## config.mk

```make
export PLATFORM = sky130hd
export DESIGN_NAME = uart_async_tx
export DESIGN_NICKNAME = d
export VERILOG_FILES = /design/src/hdl/uart_tx_pkg.sv /design/src/hdl/uart_async_tx.sv /design/src/hdl/uart_baud_gen.sv /design/src/hdl/uart_tx_shifter.sv
export SDC_FILE = /design/constraint.sdc
export NUM_CORES = 1
export LEC_CHECK = 0
export BUFFER_PORTS_ARGS = -buffer_cell sky130_fd_sc_hd__buf_2
export CORE_MARGIN = 3
export CORE_UTILIZATION = 48
export CTS_CLUSTER_DIAMETER = 80
export DETAILED_ROUTE_END_ITERATION = 10
export GPL_TIMING_DRIVEN = 0
export PLACE_DENSITY = 0.84
export SYNTH_ARGS = -nofsm -noshare
export SYNTH_HDL_FRONTEND = slang
export SYNTH_SLANG_ARGS = --single-unit
```

## constraint.sdc

```tcl
create_clock -name hclk -period 2 [get_ports hclk]
set_input_delay 0.5 -clock hclk [delete_from_list [all_inputs] [get_ports hclk]]
set_output_delay 0.5 -clock hclk [all_outputs]
set_load 0.05 [all_outputs]
```

## src/hdl/uart_tx_pkg.sv

```systemverilog
// Notes on behaviour
// RL1: the line rests at mark whenever no character is being sent.
// RL2: a frame is one start bit, eight or nine data bits, then stop bits.
// RL3: the start bit is always space and every stop bit always mark.
// RL4: each bit stays on the line for exactly one bit period, no return.
// RL5: bit timing comes from a divider switchable between 8 and 16 bits.
// RL6: data bits go out least significant bit first.
// RL7: format and baud setting are shared with the receiver side.
// RL8: no parity logic; software supplies parity as the ninth data bit.
// RL9: the shifter has no software access; it loads only from the buffer.
// RL10: sending runs only with tx enabled, async mode and port enabled.
// RL11: enabling the serial port turns the transmit pin into an output.
// RL12: enabling the transmitter sets the buffer-empty flag.
// RL13: a buffer write starts sending; an idle shifter takes it at once.
// RL14: a waiting character loads right after the stop bit, start follows.
// RL15: a disabled transmitter releases its pin for general use.
// RL16: exactly one character of buffering sits ahead of the shifter.
// RL17: a break of thirteen space bit periods can be sent.
// RL18: buffer-empty clears only while shifter busy and a character waits; the code also holds it clear while tx_enable is clear.
// RL19: shifter-empty clears on load and stays clear until all bits are out.
// RL20: software writes the ninth bit before the low eight bits.
// RL21: polarity invert set makes idle and data low-true; clear is high-true.
// RL22: the bit counter advances on baud ticks; idle after last stop bit.
package uart_tx_pkg;

   localparam logic [7:0]  CTRL_OFS      = 8'h00;
   localparam logic [7:0]  STAT_OFS      = 8'h04;
   localparam logic [7:0]  HOLD_OFS      = 8'h08;
   localparam logic [7:0]  BAUD_OFS      = 8'h0C;
   localparam logic [7:0]  CTRL_RST      = 8'h00;
   localparam logic [15:0] BAUD_RST      = 16'h0019;
   localparam int          STAT_TXE_POS  = 0;
   localparam int          STAT_SHE_POS  = 1;
   localparam int          FRAME_W       = 14;
   localparam int          BREAK_BITS    = 13;
   localparam logic [3:0]  FRAME8_LEN    = 4'hA;
   localparam logic [3:0]  FRAME9_LEN    = 4'hB;
   localparam logic [3:0]  BREAK_LEN     = 4'hE;
   localparam logic        HRESP_OKAY    = 1'b0;

   // bit 0 is tx_enable, bit 7 is send_break
   typedef struct packed {
      logic send_break;
      logic brg16;
      logic polarity_invert;
      logic ninth_data_bit;
      logic nine_bit_select;
      logic serial_port_enable;
      logic clocked_mode_select;
      logic tx_enable;
   } ctrl_t;

   typedef struct packed {
      logic       brk;
      logic [8:0] data;
   } hold_t;

   typedef enum logic [2:0] {
      REG_CTRL = 3'b000,
      REG_STAT = 3'b001,
      REG_HOLD = 3'b010,
      REG_BAUD = 3'b011,
      REG_NONE = 3'b100
   } reg_id_t;

   typedef struct packed {
      logic    valid;
      logic    write;
      logic    rd_wait;
      reg_id_t id;
   } dphase_t;

endpackage : uart_tx_pkg

```

## src/hdl/uart_async_tx.sv

```systemverilog
// Our own choices: the register offsets and register access over AHB-Lite.
`timescale 1ns/1ps
`default_nettype none
module uart_async_tx
   import uart_tx_pkg::*;
   #(parameter int DIV_W = 16)
   (
   input  wire logic        hclk,
   input  wire logic        hresetn,
   input  wire logic        hsel,
   input  wire logic [31:0] haddr,
   input  wire logic [1:0]  htrans,
   input  wire logic        hwrite,
   input  wire logic [2:0]  hsize,
   input  wire logic [31:0] hwdata,
   input  wire logic        hready,
   output logic             hreadyout,
   output logic             hresp,
   output logic [31:0]      hrdata,
   output logic             tx_out,
   output logic             tx_oe
   );

   ctrl_t            ctrl_reg;
   ctrl_t            ctrl_next;
   logic [DIV_W-1:0] baud_reg;
   logic [DIV_W-1:0] baud_next;
   hold_t            hold_reg;
   hold_t            hold_next;
   logic             hold_full_reg;
   logic             hold_full_next;
   dphase_t          dph_reg;
   dphase_t          dph_next;
   logic [31:0]      hrdata_reg;
   logic [31:0]      hrdata_next;
   logic             tx_out_reg;
   logic             tx_out_next;
   logic             tx_oe_reg;
   logic             tx_oe_next;
   logic             active;
   logic             tick;
   logic             take;
   logic             busy;
   logic             line;
   logic             transmit_buffer_empty_flag;
   logic             shifter_empty;
   logic             addr_take;
   logic             wr;

   // the shift register has no address of its own
   function automatic reg_id_t decode(input logic [31:0] a);
      reg_id_t r;
      r = REG_NONE;
      if (a[31:8] == 24'h000000)
      begin
         case (a[7:0])
            CTRL_OFS: r = REG_CTRL;
            STAT_OFS: r = REG_STAT;
            HOLD_OFS: r = REG_HOLD;
            BAUD_OFS: r = REG_BAUD;
            default:  r = REG_NONE; // RL9
         endcase
      end
      return r;
   endfunction : decode

   function automatic logic [31:0] rd_value(input reg_id_t id);
      logic [31:0] v;
      v = 32'h00000000;
      case (id)
         REG_CTRL: v[7:0] = ctrl_reg;
         REG_STAT:
         begin
            v[STAT_TXE_POS] = transmit_buffer_empty_flag;
            v[STAT_SHE_POS] = shifter_empty;
         end
         REG_BAUD: v[DIV_W-1:0] = baud_reg;
         default:  v = 32'h00000000;
      endcase
      return v;
   endfunction : rd_value

   // bus slave: writes have no wait state, reads one, to let the
   // read data come from a flip-flop after any earlier write landed
   always_comb
   begin
      dph_next = dph_reg;
      hrdata_next = hrdata_reg;
      addr_take = hsel && htrans[1] && hready;
      if (dph_reg.valid && dph_reg.rd_wait)
      begin
         hrdata_next = rd_value(dph_reg.id);
         dph_next.rd_wait = 1'b0;
      end
      if (hready)
      begin
         dph_next.valid = addr_take;
         dph_next.write = hwrite;
         dph_next.rd_wait = addr_take && !hwrite;
         dph_next.id = decode(haddr);
      end
   end

   always_ff @(posedge hclk or negedge hresetn)
   begin
      if (!hresetn)
      begin
         dph_reg <= '{valid: 1'b0, write: 1'b0, rd_wait: 1'b0, id: REG_NONE};
         hrdata_reg <= 32'h00000000;
      end
      else
      begin
         dph_reg <= dph_next;
         hrdata_reg <= hrdata_next;
      end
   end

   assign hreadyout = !(dph_reg.valid && dph_reg.rd_wait);
   assign hresp = HRESP_OKAY;
   assign hrdata = hrdata_reg;
   assign wr = dph_reg.valid && dph_reg.write;

   // register file and holding buffer
   always_comb
   begin
      ctrl_next = ctrl_reg;
      baud_next = baud_reg;
      hold_next = hold_reg;
      hold_full_next = hold_full_reg;
      if (take)
      begin
         hold_full_next = 1'b0; // RL13
         // break request is spent once its frame is in the shifter
         if (hold_reg.brk)
            ctrl_next.send_break = 1'b0; // RL17
      end
      if (wr)
      begin
         case (dph_reg.id)
            REG_CTRL: ctrl_next = ctrl_t'(hwdata[7:0]);
            REG_HOLD:
            begin
               // a write while a character waits is dropped, not queued;
               // the slot is free again on the edge that loads the shifter
               if (!hold_full_reg || take)
               begin
                  hold_next.brk = ctrl_reg.send_break;
                  hold_next.data = {ctrl_reg.ninth_data_bit, hwdata[7:0]};
                  hold_full_next = 1'b1; // RL16 RL13
               end
            end
            REG_BAUD: baud_next = hwdata[DIV_W-1:0]; // RL7
            default: ;
         endcase
      end
   end

   always_ff @(posedge hclk or negedge hresetn)
   begin
      if (!hresetn)
      begin
         ctrl_reg <= ctrl_t'(CTRL_RST);
         baud_reg <= BAUD_RST[DIV_W-1:0];
         hold_reg <= '{brk: 1'b0, data: 9'h000};
         hold_full_reg <= 1'b0;
      end
      else
      begin
         ctrl_reg <= ctrl_next;
         baud_reg <= baud_next;
         hold_reg <= hold_next;
         hold_full_reg <= hold_full_next;
      end
   end

   always_comb
   begin
      active = ctrl_reg.tx_enable && !ctrl_reg.clocked_mode_select
               && ctrl_reg.serial_port_enable; // RL10
      transmit_buffer_empty_flag = ctrl_reg.tx_enable && !(hold_full_reg && busy); // RL12 RL18
      shifter_empty = !busy; // RL19
   end

   uart_baud_gen #(.DIV_W(DIV_W)) u_baud (
      .hclk    (hclk),
      .hresetn (hresetn),
      .restart (take),
      .sixteen (ctrl_reg.brg16),
      .divisor (baud_reg),
      .tick    (tick)
   ); // RL5 RL7

   uart_tx_shifter u_shift (
      .hclk       (hclk),
      .hresetn    (hresetn),
      .enable     (active),
      .tick       (tick),
      .nine       (ctrl_reg.nine_bit_select),
      .load_valid (hold_full_reg),
      .load_data  (hold_reg),
      .load_take  (take),
      .busy       (busy),
      .line       (line)
   ); // RL14 RL22

   // pin stage: one register so the pad sees a clean flop output
   always_comb
   begin
      tx_oe_next = ctrl_reg.serial_port_enable
                   && ctrl_reg.tx_enable; // RL11 RL15
      tx_out_next = line ^ ctrl_reg.polarity_invert; // RL21 RL1
   end

   always_ff @(posedge hclk or negedge hresetn)
   begin
      if (!hresetn)
      begin
         tx_oe_reg <= 1'b0;
         tx_out_reg <= 1'b1;
      end
      else
      begin
         tx_oe_reg <= tx_oe_next;
         tx_out_reg <= tx_out_next;
      end
   end

   assign tx_oe = tx_oe_reg;
   assign tx_out = tx_out_reg;
endmodule : uart_async_tx
`default_nettype wire

```

## src/hdl/uart_baud_gen.sv

```systemverilog
`timescale 1ns/1ps
`default_nettype none
module uart_baud_gen
   import uart_tx_pkg::*;
   #(parameter int DIV_W = 16)
   (
   input  wire logic             hclk,
   input  wire logic             hresetn,
   input  wire logic             restart,
   input  wire logic             sixteen,
   input  wire logic [DIV_W-1:0] divisor,
   output logic                  tick
   );

   logic [DIV_W-1:0] cnt_reg;
   logic [DIV_W-1:0] cnt_next;
   logic [DIV_W-1:0] lim;

   always_comb
   begin
      lim = sixteen ? divisor : {{(DIV_W-8){1'b0}}, divisor[7:0]}; // RL5
      tick = (cnt_reg == '0);
      if (restart || tick)
         cnt_next = lim;
      else
         cnt_next = cnt_reg - 1'b1;
   end

   always_ff @(posedge hclk or negedge hresetn)
   begin
      if (!hresetn)
         cnt_reg <= '0;
      else
         cnt_reg <= cnt_next;
   end
endmodule : uart_baud_gen
`default_nettype wire

```

## src/hdl/uart_tx_shifter.sv

```systemverilog
`timescale 1ns/1ps
`default_nettype none
module uart_tx_shifter
   import uart_tx_pkg::*;
   (
   input  wire logic  hclk,
   input  wire logic  hresetn,
   input  wire logic  enable,
   input  wire logic  tick,
   input  wire logic  nine,
   input  wire logic  load_valid,
   input  wire hold_t load_data,
   output logic       load_take,
   output logic       busy,
   output logic       line
   );

   logic [FRAME_W-1:0] sh_reg;
   logic [FRAME_W-1:0] sh_next;
   logic [3:0]         cnt_reg;
   logic [3:0]         cnt_next;
   logic [FRAME_W-1:0] frame;
   logic [3:0]         len;
   logic               last;

   always_comb
   begin
      busy = (cnt_reg != 4'h0);
      last = tick && (cnt_reg == 4'h1);
      // the next frame starts on the very tick that ends the stop bit
      load_take = enable && load_valid && (!busy || last); // RL13 RL14
      if (load_data.brk)
      begin
         frame = {1'b1, {BREAK_BITS{1'b0}}}; // RL17
         len = BREAK_LEN;
      end
      else if (nine)
      begin
         frame = {4'b1111, load_data.data, 1'b0}; // RL2 RL3 RL8
         len = FRAME9_LEN;
      end
      else
      begin
         frame = {5'b11111, load_data.data[7:0], 1'b0}; // RL2 RL3
         len = FRAME8_LEN;
      end
      sh_next = sh_reg;
      cnt_next = cnt_reg;
      if (!enable)
      begin
         sh_next = '1; // RL10
         cnt_next = 4'h0;
      end
      else if (load_take)
      begin
         sh_next = frame;
         cnt_next = len;
      end
      else if (tick && busy)
      begin
         sh_next = {1'b1, sh_reg[FRAME_W-1:1]}; // RL6 RL1
         cnt_next = cnt_reg - 4'h1; // RL22
      end
   end

   always_ff @(posedge hclk or negedge hresetn)
   begin
      if (!hresetn)
      begin
         sh_reg <= '1;
         cnt_reg <= 4'h0;
      end
      else
      begin
         sh_reg <= sh_next;
         cnt_reg <= cnt_next;
      end
   end

   assign line = sh_reg[0]; // RL4
endmodule : uart_tx_shifter
`default_nettype wire

```

==> impl_results.md <==
* Residual DRC at 0
* Largest cells by area after synthesis: dfrtp_1 43%, dfstp_2 11%, mux2_2 7.8%, nand2_1 4.9%, o21ai_0 4.5%
* Failing checks: setup timing
* Fin Setup TNS at -3.13 ns
* Inserted Clock Buffers at 9
* RSZ-0062 raised after global routing: true
* Gate count of the mapped netlist at 403
* Post-route antenna net violation count at 0
* Reg area at 2330 um^2
* Setup CP Type: reg2reg
* Antenna violations before repair at 0
* Core box area at 8460 um^2
* Critical Path End Type: flop
* CP Launch Type: flop
* Max VDD drop at 0.000497 V
* DR pass1 iterations at 6
* Die Footprint at 10200 um^2
* P_leak at 0.00256 uW
* Crit-path slowest cell: dfrtp_1
* Cell Rows at 33
* Setup violators final at 39
* 1st-iter DRT viols at 397
* Worst Tran Pin Value at 0.744 ns
* Register area share after synthesis at 53.8%
* Final cell count without fillers at 632
* Crit share post-route at 109%
* Io pins at 110
* Root Driver: clkbuf_8
* DIE HEIGHT at 101 um
* Area delta synth->final at 30.2%
* Total congestion overflow at 0
* Netlist cell types at 52
* FMAX at 0.458 GHz
* Total GRT Usage at 21.0%
* Die extent in x at 101 um
* Switching power at 1520 uW
* Crit-path cells: inv_2 > ha_4 > nor4b_4 > buf_4 > nand2_2 > nor4_4 > buf_4 > o21ai_4 > mux2_4
* Inst Count DP at 596
* Final-report max-slew violation count at 0
* Vias in the first global route at 3529
* Minimum clock period at 2.19 ns
* Max clock buf depth at 2
* Final WS setup at -0.185 ns
* Req. time, crit path at 2.25 ns
* Final core area utilization at 66.5%
* Final WL at 12.3 mm
* Vias after detailed routing at 3778
* Crit-path max cell delay at 0.43 ns
* Sequential share of power at 51.6%
* Fin. Hold Viols at 0
* Antenna cells at 0
* Count leader, synth: dfrtp_1
* Worst skew pair latency at 0.37 ns
* Synthesized flop and latch total at 92
* # clock sinks at 92
* Pre-CTS setup slack at -0.259 ns
* Cell taking the most area after synthesis: dfrtp_1
* TritonCTS clock tree: yes
* DR WL/cell at 19.5 um
* Initial Utilization at 51.1%
* Sw Ratio at 34.0%
* Multi-input gate area at 2120 um^2
* Slew headroom at 50.0%
* CTS clk-pin slew, worst paths at 0.10 ns
* Post-synth ARST share at 100%
* Cell mode on critical path: buf_4
* Top_reg_cell synth: dfrtp_1
* H-tree levels at 3
* Port bufs at 71
* Share of cells above drive strength 1 at 44.6%
* EDFF count, synth at 0
* Cell Int Power at 2950 uW
* Most frequent cells after synthesis: 74 x dfrtp_1, 56 x nand2_1, 39 x o21ai_0
* PwrDens at 796 nW/um^2
* Syn Std Cell Area at 4320 um^2
* Yosys top cell area share at 42.8%
* Status: finished, violations left
* Logic pwr share at 20.9%
* MaxCap Viol Count at 0
* Hold Path Class: in2async
* Syn_area_per_cell at 10.7 um^2
* Fillers at 568
* Crit path DAT at 2.44 ns
* Final nets at 600
* Clk pwr share at 27.6%
* First-pass GRT wire length at 16.8 mm
* Largest net degree at the start of global routing at 72
* Max FO, Critical Path at 5
* Synth warnings at 0
* Routability congestion estimate at 0.950
* Detail Placement HPWL at 7.23 mm
* Final Skew at 0.0123 ns
* DR vias/cell at 5.98
[cells in the final DEF, fill, tap and decap left out, types with 11 or more instances in the layout]
cell     count
nand2_1     53
nand3_1     11
dfrtp_1     73
buf_4       34
conb_1      17
buf_2       72
o21ai_0     37
mux2_2      28
dfstp_2     18
nor2_1      17
[layer usage]
layer	vias up	GRT usage (%)	share of wire, %
met2	266	35.9	50
met3	63	3.25	8.2
met5	-	0	0
met1	1814	26.1	37
li1	1635	-	-
met4	0	9.84	4.6
[worst paths after layout]
check,startpoint,endpoint,slack [ns],cells past startpoint
worst max register to register,u_baud.cnt_reg[1]$_DFF_PN0_,hold_reg[9]$_DFFE_PN0P_,-0.19,9
worst min-delay path,hresetn,hrdata[2]$_DFFE_PN0P_,0.008,1
worst min register to register,hrdata[12]$_DFFE_PN0P_,hrdata[12]$_DFFE_PN0P_,0.49,2
max in group asynchronous,hresetn,u_shift.sh_reg[10]$_DFFE_PN1P_,1.31,2
worst max-delay path,u_baud.cnt_reg[1]$_DFF_PN0_,hold_reg[9]$_DFFE_PN0P_,-0.19,9
min in group hclk,haddr[3],dph_reg[1]$_DFFE_PN0P_,0.33,3
[stage by stage]
step	hold WS [ns]	cell area, um^2	power, uW
finish	0.00790	5630	4480
global route	0.0203	5630	4650
CTS	0.00831	5260	4320
detailed placement	0.412	4900	2960
global placement	0.465	4870	2910
floorplan	0.204	4380	2740
[what timing repair did]
action	in CTS	in global routing
setup endpoints to repair	51	59
resized for setup	25	59
hold buffers	0	0
pin swaps	6	16
setup buffers	7	9
cloned	1	3
[critical path, delay by kind of cell (launching register included)]
family	cells	cell delay [ns]
AO/OA/AOI/OAI	1	0.12
adder cells (fa/ha/maj)	1	0.15
buffers and inverters	3	0.47
flip-flops	1	0.43
multiplexers	1	0.36
AND/OR/NAND/NOR	3	0.55
[power groups by stage]
| stage | clock network [uW] | registers [uW] | logic [uW] |
|---|---|---|---|
| after global routing | 1310 | 2330 | 1000 |
| after global placement | 0 | 2270 | 638 |
| after floorplan | 0 | 2240 | 494 |
| after detailed placement | 0 | 2290 | 671 |
| after CTS | 1220 | 2280 | 821 |
| final | 1230 | 2310 | 935 |
[cell families after synthesis]
group / share of synthesized area (%)
muxes: 9.79
xor gates and xnor gates: 2.84
adders and majority gates: 1.16
other: 0.0868
and+or+nand+nor: 15.0
AOI/OAI and AO/OA: 11.6
DFF: 53.8
buffers and inverters: 5.76
[area by class of cell]
type | instances | share of cell area [%]
Buffer | 33 | 4.40
Clock buffer | 9 | 2.20
Clock inverter | 7 | 1.16
Inverter | 11 | 0.734
Multi-Input combinational cell | 284 | 37.7
Sequential cell | 92 | 41.3
Tap cell | 105 | 2.33
Timing Repair Buffer | 91 | 10.1
(Power assumes the default switching activity.)
